## src/include/mmx_map.vh

```
// Purpose: Opcode, field and timing constants for the move/multiply subset
// Assumes: Instruction word 24 bits, data 16 bits
// Notes: Encodings are this block's own
`ifndef MMX_MAP_VH
`define MMX_MAP_VH
`define MMX_OP_MSB 23
`define MMX_OP_LSB 19
`define MMX_OP_LIT16 5'h01
`define MMX_OP_LIT8 5'h02
`define MMX_OP_DMOV_RD 5'h03
`define MMX_OP_DMOV_WR 5'h04
`define MMX_OP_PAG_LIT 5'h05
`define MMX_OP_PAG_REG 5'h06
`define MMX_OP_PREF_ST 5'h07
`define MMX_OP_MPY 5'h08
`define MMX_OP_MPY_SQ 5'h09
`define MMX_OP_MPY_NEG 5'h0a
`define MMX_OP_MSC 5'h0b
`define MMX_ACC_BIT 18
`define MMX_PAG_SEL_MSB 17
`define MMX_PAG_SEL_LSB 16
`define MMX_PAG_RD 2'h0
`define MMX_PAG_WR 2'h1
`define MMX_PAG_TB 2'h2
`define MMX_RD_LSB 0
`define MMX_RS_LSB 4
`define MMX_RT_LSB 8
`define MMX_LIT_LSB 4
`define MMX_RDP_W 10
`define MMX_WRP_W 9
`define MMX_TBP_W 8
`define MMX_DMOV_CYC 2'h2
`endif

```

## src/verilog/mmx_mul.v

```verilog
// Purpose: Signed 16x16 product, sign extended to accumulator width
// Assumes: Combinational, used within one cycle
// Notes: Fractional scaling is left to the caller
`default_nettype none
module mmx_mul #(
  parameter DW = 16,
  parameter AW = 40
) (
  input wire [DW-1:0] i_a,
  input wire [DW-1:0] i_b,
  output wire [AW-1:0] o_prod
);
  wire signed [2*DW-1:0] p;
  assign p = $signed(i_a) * $signed(i_b);
  assign o_prod = {{(AW-2*DW){p[2*DW-1]}}, p};
endmodule
`default_nettype wire

```

## src/verilog/mmx_sat.v

```verilog
// Purpose: Overflow and saturation detection for one accumulator result
// Assumes: Guard bits above bit 31, full range AW bits
// Notes: Overflow means guard bits differ from bit 31; saturation means
//   the full-width sum wrapped
`default_nettype none
module mmx_sat #(
  parameter AW = 40
) (
  input wire [AW-1:0] i_a,
  input wire [AW-1:0] i_b,
  input wire [AW-1:0] i_sum,
  input wire i_sub,
  output wire o_ovf,
  output wire o_sat
);
  wire bs;
  assign bs = i_b[AW-1] ^ i_sub;
  assign o_ovf = ~((&i_sum[AW-1:31]) | ~(|i_sum[AW-1:31]));
  assign o_sat = (i_a[AW-1] == bs) & (i_sum[AW-1] != i_a[AW-1]);
endmodule
`default_nettype wire

```

## src/verilog/mmx_core.v

```verilog
// What this block does
// - A 16-bit literal load writes a work register in one cycle, no flags.
// - A byte literal load writes 8 bits of a work register in one cycle, no flags.
// - A pair-source double move copies Wn and Wn+1 out over two cycles, no flags.
// - A pair-dest double move writes Wn low and Wn+1 high over two cycles, no flags.
// - A literal page load into the read page register takes 10 bits in one cycle.
// - A literal page load into the write page register takes 9 bits in one cycle.
// - A literal page load into the table page register takes 8 bits in one cycle.
// - A page load from a work register takes only its low 10, 9 or 8 bits.
// - Multiply writes Wm*Wn to the chosen accumulator in one cycle, updating flags.
// - Square writes Wn*Wn to the chosen accumulator with the same flag update.
// - Negated multiply writes minus the product in one cycle, flags unchanged.
// - Multiply-subtract takes the product from the accumulator, updating flags.
// - Prefetch and store writes the other accumulator back in one cycle, no flags.
//
// Purpose: Executes the move, page-load and multiply subset of the core
// Assumes: One instruction offered per cycle with i_valid; o_busy stalls
// Notes: Each multiply, square or multiply-subtract overwrites the selected accumulator's flags
`default_nettype none
`include "mmx_map.vh"
module mmx_core #(
  parameter DW = 16,
  parameter AW = 40,
  parameter NREG = 16
) (
  input wire i_clk,
  input wire i_reset,
  input wire i_valid,
  input wire [23:0] i_instr,
  input wire [DW-1:0] i_pref_x,
  input wire [DW-1:0] i_pref_y,
  input wire i_pref_x_en,
  input wire i_pref_y_en,
  input wire [3:0] i_pref_x_dst,
  input wire [3:0] i_pref_y_dst,
  output reg o_busy,
  output reg o_done,
  output reg [DW-1:0] o_move_data,
  output reg o_move_valid,
  output reg o_wb_valid,
  output reg [DW-1:0] o_acc_write_back,
  output reg [`MMX_RDP_W-1:0] o_read_page_reg,
  output reg [`MMX_WRP_W-1:0] o_write_page_reg,
  output reg [`MMX_TBP_W-1:0] o_table_page_reg,
  output reg [AW-1:0] o_acc_a,
  output reg [AW-1:0] o_acc_b,
  output reg o_acc_a_overflow,
  output reg o_acc_b_overflow,
  output reg o_acc_any_overflow,
  output reg o_acc_a_saturated,
  output reg o_acc_b_saturated,
  output reg o_acc_any_saturated
);
  reg [DW-1:0] default_work_reg_q [0:NREG-1];
  reg [1:0] state_q;
  reg [3:0] dreg_q;
  reg [DW-1:0] dhi_q;
  reg dir_q;
  localparam ST_IDLE = 2'h0;
  localparam ST_DBL2 = 2'h1;

  function [3:0] fld;
    input [23:0] w;
    input integer lsb;
    begin
      fld = w[lsb +: 4];
    end
  endfunction

  wire [4:0] op;
  wire accsel;
  wire [3:0] rd;
  wire [3:0] rs;
  wire [3:0] rt;
  wire [DW-1:0] vs;
  wire [DW-1:0] vt;
  wire [DW-1:0] vs1;
  wire [AW-1:0] prod;
  wire [AW-1:0] cur;
  wire [AW-1:0] diff;
  wire ovf;
  wire sat;
  wire go;
  // The 16-bit literal spans bit 19, so both codes with [23:20] zero load it
  assign op = (i_instr[23:20] == 4'h0) ? `MMX_OP_LIT16 :
    i_instr[`MMX_OP_MSB:`MMX_OP_LSB];
  assign accsel = i_instr[`MMX_ACC_BIT];
  assign rd = fld(i_instr, `MMX_RD_LSB);
  assign rs = fld(i_instr, `MMX_RS_LSB);
  assign rt = fld(i_instr, `MMX_RT_LSB);
  assign vs = default_work_reg_q[rs];
  assign vs1 = default_work_reg_q[rs + 4'h1];
  assign vt = (op == `MMX_OP_MPY_SQ) ? vs : default_work_reg_q[rt];
  assign cur = accsel ? o_acc_b : o_acc_a;
  assign diff = cur - prod;
  assign go = i_valid & ~o_busy & (state_q == ST_IDLE);

  mmx_mul #(.DW(DW), .AW(AW)) u_mul (
    .i_a(vs),
    .i_b(vt),
    .o_prod(prod)
  );

  mmx_sat #(.AW(AW)) u_sat (
    .i_a(cur),
    .i_b(prod),
    .i_sum(diff),
    .i_sub(1'b1),
    .o_ovf(ovf),
    .o_sat(sat)
  );

  // Flag update shared by multiply and multiply-subtract
  task set_flags;
    input [AW-1:0] res;
    input s;
    reg o;
    begin
      o = ~((&res[AW-1:31]) | ~(|res[AW-1:31]));
      if (accsel) begin
        o_acc_b_overflow <= o;
        o_acc_b_saturated <= s;
        o_acc_any_overflow <= o | o_acc_a_overflow;
        o_acc_any_saturated <= s | o_acc_a_saturated;
      end else begin
        o_acc_a_overflow <= o;
        o_acc_a_saturated <= s;
        o_acc_any_overflow <= o | o_acc_b_overflow;
        o_acc_any_saturated <= s | o_acc_b_saturated;
      end
    end
  endtask

  integer k;
  always @(posedge i_clk) begin
    if (i_reset) begin
      for (k = 0; k < NREG; k = k + 1) begin
        default_work_reg_q[k] <= 16'h0000;
      end
      state_q <= ST_IDLE;
      dreg_q <= 4'h0;
      dhi_q <= 16'h0000;
      dir_q <= 1'b0;
      o_busy <= 1'b0;
      o_done <= 1'b0;
      o_move_data <= 16'h0000;
      o_move_valid <= 1'b0;
      o_wb_valid <= 1'b0;
      o_acc_write_back <= 16'h0000;
      o_read_page_reg <= 10'h000;
      o_write_page_reg <= 9'h000;
      o_table_page_reg <= 8'h00;
      o_acc_a <= 40'h0000000000;
      o_acc_b <= 40'h0000000000;
      o_acc_a_overflow <= 1'b0;
      o_acc_b_overflow <= 1'b0;
      o_acc_any_overflow <= 1'b0;
      o_acc_a_saturated <= 1'b0;
      o_acc_b_saturated <= 1'b0;
      o_acc_any_saturated <= 1'b0;
    end else begin
      o_done <= 1'b0;
      o_move_valid <= 1'b0;
      o_wb_valid <= 1'b0;
      case (state_q)
        ST_DBL2: begin
          // Second word of a double move
          if (dir_q) begin
            default_work_reg_q[dreg_q + 4'h1] <= dhi_q;
          end else begin
            o_move_data <= dhi_q;
            o_move_valid <= 1'b1;
          end
          state_q <= ST_IDLE;
          o_busy <= 1'b0;
          o_done <= 1'b1;
        end
        default: begin
          if (go) begin
            o_done <= 1'b1;
            // Prefetches land in the same cycle as the arithmetic
            if ((op == `MMX_OP_MPY || op == `MMX_OP_MPY_SQ ||
                op == `MMX_OP_MPY_NEG || op == `MMX_OP_MSC ||
                op == `MMX_OP_PREF_ST)) begin
              if (i_pref_x_en) default_work_reg_q[i_pref_x_dst] <= i_pref_x;
              if (i_pref_y_en) default_work_reg_q[i_pref_y_dst] <= i_pref_y;
            end
            case (op)
              `MMX_OP_LIT16: default_work_reg_q[rd] <= i_instr[`MMX_LIT_LSB +: 16];
              `MMX_OP_LIT8: default_work_reg_q[rd][7:0] <= i_instr[`MMX_LIT_LSB +: 8];
              `MMX_OP_DMOV_RD: begin
                o_move_data <= vs;
                o_move_valid <= 1'b1;
                dhi_q <= vs1;
                dir_q <= 1'b0;
                o_done <= 1'b0;
                o_busy <= 1'b1;
                state_q <= ST_DBL2;
              end
              `MMX_OP_DMOV_WR: begin
                default_work_reg_q[rd] <= i_pref_x;
                dhi_q <= i_pref_y;
                dreg_q <= rd;
                dir_q <= 1'b1;
                o_done <= 1'b0;
                o_busy <= 1'b1;
                state_q <= ST_DBL2;
              end
              `MMX_OP_PAG_LIT, `MMX_OP_PAG_REG: begin
                case (i_instr[`MMX_PAG_SEL_MSB:`MMX_PAG_SEL_LSB])
                  `MMX_PAG_RD: o_read_page_reg <= (op == `MMX_OP_PAG_LIT) ?
                    i_instr[`MMX_LIT_LSB +: 10] : vs[9:0];
                  `MMX_PAG_WR: o_write_page_reg <= (op == `MMX_OP_PAG_LIT) ?
                    i_instr[`MMX_LIT_LSB +: 9] : vs[8:0];
                  `MMX_PAG_TB: o_table_page_reg <= (op == `MMX_OP_PAG_LIT) ?
                    i_instr[`MMX_LIT_LSB +: 8] : vs[7:0];
                  default: o_done <= 1'b1;
                endcase
              end
              `MMX_OP_PREF_ST: begin
                o_acc_write_back <= accsel ? o_acc_a[31:16] :
                  o_acc_b[31:16];
                o_wb_valid <= 1'b1;
              end
              `MMX_OP_MPY, `MMX_OP_MPY_SQ: begin
                if (accsel) o_acc_b <= prod;
                else o_acc_a <= prod;
                set_flags(prod, 1'b0);
              end
              `MMX_OP_MPY_NEG: begin
                if (accsel) o_acc_b <= 40'h0000000000 - prod;
                else o_acc_a <= 40'h0000000000 - prod;
              end
              `MMX_OP_MSC: begin
                if (accsel) o_acc_b <= diff;
                else o_acc_a <= diff;
                set_flags(diff, sat);
                o_acc_write_back <= accsel ? o_acc_a[31:16] :
                  o_acc_b[31:16];
                o_wb_valid <= 1'b1;
              end
              default: o_done <= 1'b0;
            endcase
          end
        end
      endcase
    end
  end
endmodule
`default_nettype wire

```

## config.mk

```make
export PLATFORM = sky130hd
export DESIGN_NAME = mmx_core
export DESIGN_NICKNAME = d
export VERILOG_FILES = /design/src/verilog/mmx_mul.v /design/src/verilog/mmx_sat.v /design/src/verilog/mmx_core.v
export VERILOG_INCLUDE_DIRS = /design/src /design/src/include
export SDC_FILE = /design/constraint.sdc
export NUM_CORES = 2
export LEC_CHECK = 0
export BUFFER_PORTS_ARGS = -buffer_cell sky130_fd_sc_hd__buf_2
export CAP_MARGIN = 20
export CORE_AREA = 2 2 254 256
export DETAILED_ROUTE_END_ITERATION = 7
export DIE_AREA = 0 0 256 258
export PLACE_DENSITY = 0.78
export SETUP_SLACK_MARGIN = 0.15
export SYNTH_ARGS = -nofsm -noshare
export SYNTH_HDL_FRONTEND = slang
export SYNTH_HIERARCHICAL = 1
export SYNTH_SLANG_ARGS = --single-unit
```

## constraint.sdc

```tcl
create_clock -name i_clk -period 41.3 [get_ports i_clk]
set_clock_uncertainty 0.2 [all_clocks]
set_input_delay 8.26 -clock i_clk [delete_from_list [all_inputs] [get_ports i_clk]]
set_output_delay 8.26 -clock i_clk [all_outputs]
set_load 0.05 [all_outputs]
```

======== After elaboration in Yosys (flattened, before gate mapping) ========
Memories as Yosys holds them, arrays and structs flattened.
Index checks and enable logic that the tools add are counted.
W data, S select, Z words.
storage, ports and cells
  memory bits (writable) .................. 256
  bits in registers ....................... 170
  output and inout bits ................... 149
  memories kept ........................... 1
  bits of input ports ..................... 69
operators by class
  $add $sub $neg .......................... 4
  $mul .................................... 1
  bitwise operators ....................... 16
  reductions and logical operators ........ 38
  eq/ne operators ......................... 22
  multiplexer cells ....................... 93
memories
  name                depth  width  read ports  clocked after memory_dff  wr ports  RTL line       text
  default_work_reg_q  16     16     3           0                         16        mmx_core.v:54  reg [DW-1:0] default_work_reg_q [0:NREG-1];
operators by type and width
  cell                     count
  $mux W40                 7
  $pmux W40 S3             2
  $mux W16                 10
  $reduce_or A16 Y1        4
  $mux W1                  54
  $sub A40 B40 Y40         1
  $sub A1 B32 Y33 const A  1
  $mul A16 B16 Y32         1
  $mux W8                  4
  $pmux W16 S2             1
  $eq A5 B3 Y1 const B     4
  $eq A5 B4 Y1 const B     4
  $reduce_or A9 Y1         2
  $mux W4                  4
  $reduce_and A3 Y1        5
  $ne A2 B2 Y1 const B     7
  $pmux W1 S2              7
  $reduce_and A4 Y1        3
  $reduce_and A6 Y1        2
  $eq A5 B2 Y1 const B     2
  $mux W10                 1
  $reduce_and A5 Y1        2
  $reduce_or A2 Y1         5
  $mux W9                  1
  other kinds (19)         40

======== Depth between registers and ports, before layout ========
  word-level depth ........................ 15
  mapped depth ............................ 43

======== Hierarchy ========
The synthesis kept the hierarchy.
by module, submodules not included
  module    cells an instance  times used  area an instance (um2)  seq. area each (um2)
  mmx_core  2,516              1           27,706.6                11,090.6
  mmx_mul   1,100              1           9,947.0                 0.0
  mmx_sat   12                 1           66.3                    0.0

======== Worst setup path after synthesis ========
OpenSTA, ideal clock, no wires.
  path type ............................... in2reg
  start point ............................. in i_instr[4]
  end point ............................... reg o_acc_any_overflow
  buffers on the path ..................... 6
  cell stages on the path ................. 38
  arrival time ............................ 18.629 ns
  setup slack ............................. 22.333 ns
  library setup time ...................... 0.138 ns
  path through ............................ clkbuf_1 > buf_1 > buf_1 > mux4_2 > mux4_2 > clkbuf_1 > nand2_1 > inv_1 > fa_1 > fa_1 > fa_1 > fa_1 > fa_1 > inv_1 > fa_1 > inv_1 > ha_1 > a21oi_1 > [... 2 more ...] > a21oi_1 > o21ai_4 > o21ai_2 > xnor2_1 > buf_4 > inv_1 > ha_1 > clkbuf_1 > a21oi_1 > nor2b_1 > a311o_1 > a211oi_1 > a21oi_1 > o311a_1 > nor4_1 > a21oi_1 > o21ai_1 > a41oi_1
between the ends
  longest elaborated chain between the ends .. 11
RTL lines
  what                             RTL line                        text
  start: declaration               mmx_core.v:29                   input wire [23:0] i_instr,
  $mem_v2 Z16 W16 (*)              n/a
  named net vs[15]                 mmx_core.v:75                   wire [DW-1:0] vs;
  $mux W16                         mmx_core.v:93                   assign vt = (op == `MMX_OP_MPY_SQ) ? vs : default_work_reg_q[rt];
  $mul A16 B16 Y32 (*)             mmx_mul.v:14                    assign p = $signed(i_a) * $signed(i_b);
  named net prod[31]               mmx_core.v:78                   wire [AW-1:0] prod;
  $sub A40 B40 Y40 (*)             mmx_core.v:95                   assign diff = cur - prod;
  named net diff[38]               mmx_core.v:80                   wire [AW-1:0] diff;
  $reduce_or A9 Y1                 mmx_core.v:119                  o = ~((&res[AW-1:31]) | ~(|res[AW-1:31]));
  $not A1 Y1                       mmx_core.v:119
  $or A1 B1 Y1 (*)                 mmx_core.v:119
  $not A1 Y1 (*)                   mmx_core.v:119
  $or A1 B1 Y1 (on tied branches)  mmx_core.v:128, mmx_core.v:123
  $mux W1 (*)                      mmx_core.v:120                  if (accsel) begin
  $pmux W1 S2 (*)                  mmx_core.v:188                  case (op)
  end signal: assignment           mmx_core.v:157                  o_acc_any_overflow <= 1'b0;
  end: declaration                 mmx_core.v:49                   output reg o_acc_any_overflow,
Mark *: on every way through the listed nets, which the timed path passes. The rest lies on a longest branch.
A chain may end at the register's enable or synchronous reset.

======== Worst setup path after layout ========
  start point ............................. in i_instr[4]
  end point ............................... reg o_acc_any_saturated
between the ends
  longest elaborated chain between the ends .. 9
RTL lines
  what                             RTL line                        text
  $mem_v2 Z16 W16 (*)              n/a
  named net vs[8]                  mmx_core.v:75
  $mux W16 (*)                     mmx_core.v:93
  named net vt[8]                  mmx_core.v:76                   wire [DW-1:0] vt;
  $mul A16 B16 Y32 (*)             mmx_mul.v:14
  named net prod[25]               mmx_core.v:78
  $sub A40 B40 Y40 (*)             mmx_core.v:95
  named net diff[39]               mmx_core.v:80
  $ne A1 B1 Y1 (*)                 mmx_sat.v:19                    assign o_sat = (i_a[AW-1] == bs) & (i_sum[AW-1] != i_a[AW-1]);
  $and A1 B1 Y1 (*)                mmx_sat.v:19
  named net sat                    mmx_core.v:82                   wire sat;
  $or A1 B1 Y1 (on tied branches)  mmx_core.v:129, mmx_core.v:124
  $mux W1 (*)                      mmx_core.v:120
  $pmux W1 S2 (*)                  mmx_core.v:188
  end signal: assignment           mmx_core.v:160                  o_acc_any_saturated <= 1'b0;
  end: declaration                 mmx_core.v:52                   output reg o_acc_any_saturated
Marked as above.

==> impl_results.md <==
- # Post-CTS Setup Buffers: 0
- Actual slew at the worst max-slew pin: 1.27 ns
- Status: finished, violations left
- Failing checks: DRC
- Final Power: 3.31 mW
- Die area: 66000 µm²
- Mean post-synth cell area: 10.4 µm²
- Critical Path Source Type: primary input
- Grt total ovfl: 0
- Sw Pwr: 1.76 mW
- Worst EP arrival: 20.36 ns
- Leakage: 17.1 nW
- Root Buffer: clkbuf_16
- Slew headroom: 0.146
- H-tree depth: 2
- Biggest regs: default_work_reg_q x256, o_acc_a x40, o_acc_b x40
- Crit Path Class: primary input to register
- DRC: 6
- Fin Setup TNS: 0 ns
- Post-cts resize count: 0
- Worst r2r src: default_work_reg_q[4][1]$_DFFE_PP_
- Starting density of the core: 0.592
- Crit path top cell by count: fa_1
- CTS tree: done
- Fmax: 0.0499 GHz
- Warnings, synthesis: 6
- CP peak stage delay: 0.85 ns
- Final ANT Viol Nets: 0
- Routed vias: 31385
- IO buf count: 217
- Core Region: 63600 µm²
- First-pass GRT wire length: 187000 µm
- Clock slew at reported path FFs: 0.06 ns
- Fin. max-slew vios: 0
- Slowest cell on crit path: o311ai_0
- Period minus WS final: 20.06 ns
- Cell Pwr Density: 80.4 nW/µm²
- RSZ-0062 raised after global routing: false
- VDD IR max: 0.120 mV
- Max reg flops: 256
- Row count: 93
- CP Launch Point: i_instr[4]
- Final setup violation count: 0
- Total GRT Usage: 0.371
- Routed wire length: 123000 µm
- Die Y: 258 µm
- Die Wd: 256 µm
- Detailed Routing Iterations Pass 1: 8
- Mapped Cells: 3618
- CTS Buffer Depth: 3
- Worst Path Required: 41.60 ns
- Top reg by flops: default_work_reg_q
- Crit Path Max Fanout: 49
- DRT iter0 DRCs: 3963
- GP Congestion: 1.03
- Fin. Hold Viols: 0
- Period utilization: 0.486
- Vias in the first global route: 30961
- Syn_nets: 4074
- Hold Buf Count CTS: 0
- Mapped cell area: 37700 µm²
- Initial antenna violation count: 7
- Combinational share of power: 0.715
- DP HPWL: 89400 µm
- I/O pin count: 218
- Clk sink count: 426
- Reg power frac: 0.145
- Int Pwr: 1.55 mW
- Share of post-route cells with drive strength above 1: 0.190
- Later-pin clock latency in the skew report: 0.64 ns
- Crit end category: register
- WL/cell: 26.9 µm
- Tightest Hold Check Type: register to register
- Pin count of the biggest net entering global routing: 102
- Num CTS Buffers: 48
- Layout Nets: 4139
- Area growth, synth to finish: 9.19%
- Switch share: 0.532
- Via-to-Cell Ratio: 6.85
- Clk pwr share: 0.139
- Hold Path Origin: o_acc_a[14]$_SDFFE_PP0P_
- Maxcap violations: 0
==> layout make-up <==
type	instances	area (µm²)
multi-input combinational	2577	24300
fill	4912	22500
sequential	426	11100
timing repair buffer	282	1630
inverter	348	1310
clock buffer	56	1290
tap	855	1070
clock inverter	34	398
antenna	2	5.00
==> final timing paths <==
| kind | end | slack, ns | cells after the start |
|---|---|---|---|
| worst max-delay path | o_acc_any_saturated$_SDFFE_PP0P_ | 21.24 | 37 |
| worst min-delay path | o_acc_a[14]$_SDFFE_PP0P_ | 0.27 | 2 |
| worst max register to register | o_acc_any_saturated$_SDFFE_PP0P_ | 29.74 | 35 |
| worst min register to register | o_acc_a[14]$_SDFFE_PP0P_ | 0.27 | 2 |
==> cell usage in the layout (no fill, tap or decap), types with 13 or more instances in the layout <==
master / count
o31ai_1: 13
nand2b_1: 16
buf_4: 60
o21ai_1: 21
nand4_1: 16
a21oi_1: 172
or3_1: 16
fa_1: 263
dfxtp_1: 170
edfxtp_1: 256
nand3_1: 39
o21ai_0: 117
a22oi_1: 22
a211oi_1: 70
mux2i_1: 57
xor2_1: 26
clkbuf_16: 50
ha_1: 123
nor3_1: 36
a21o_1: 21
mux2_2: 55
inv_1: 348
mux4_2: 240
and2_1: 131
buf_2: 214
a311oi_1: 22
nand2_1: 379
a22o_1: 248
nor2_1: 240
xnor2_1: 62
==> critical path: cells and delay by family <==
kind | cells | cell delay [ns]
fa+ha+maj | 8 | 3.62
buf+inv | 7 | 2.13
compound gates | 13 | 3.32
simple gates | 5 | 0.65
xor+xnor | 1 | 0.36
mux | 3 | 1.87
==> routing by layer <==
layer,track usage,share of wire,wire length (µm)
met2,0.576,0.45,55700
met3,0.108,0.13,15400
met4,0.214,0.067,8220
met5,0,0.00031,38
met1,0.467,0.36,43700
==> power by group through the flow <==
stage                     Combinational, mW  Clock (mW)  Sequential, mW
after global placement                 2.29           0           0.488
after floorplan                        1.76           0           0.509
after detailed placement               2.31           0           0.489
final                                  2.37       0.461           0.481
after global routing                   2.60       0.475           0.482
after CTS                              2.32       0.459           0.480
==> metrics by stage <==
stage / hold WS, ns / utilization / std cells / instance area, µm² / setup slack (ns)
6_report: 0.270 / 0.646 / 4580 / 41100 / 21.24
5_1_grt: 0.297 / 0.646 / 4580 / 41100 / 20.60
4_1_cts: 0.268 / 0.644 / 4569 / 41000 / 21.44
3_5_place_dp: 0.260 / 0.618 / 4479 / 39300 / 20.89
3_3_place_gp: 0.252 / 0.618 / 4477 / 39300 / 21.18
2_1_floorplan: 0.250 / - / 3618 / 37700 / 22.36
No activity file was read; power rests on OpenSTA's default activity.
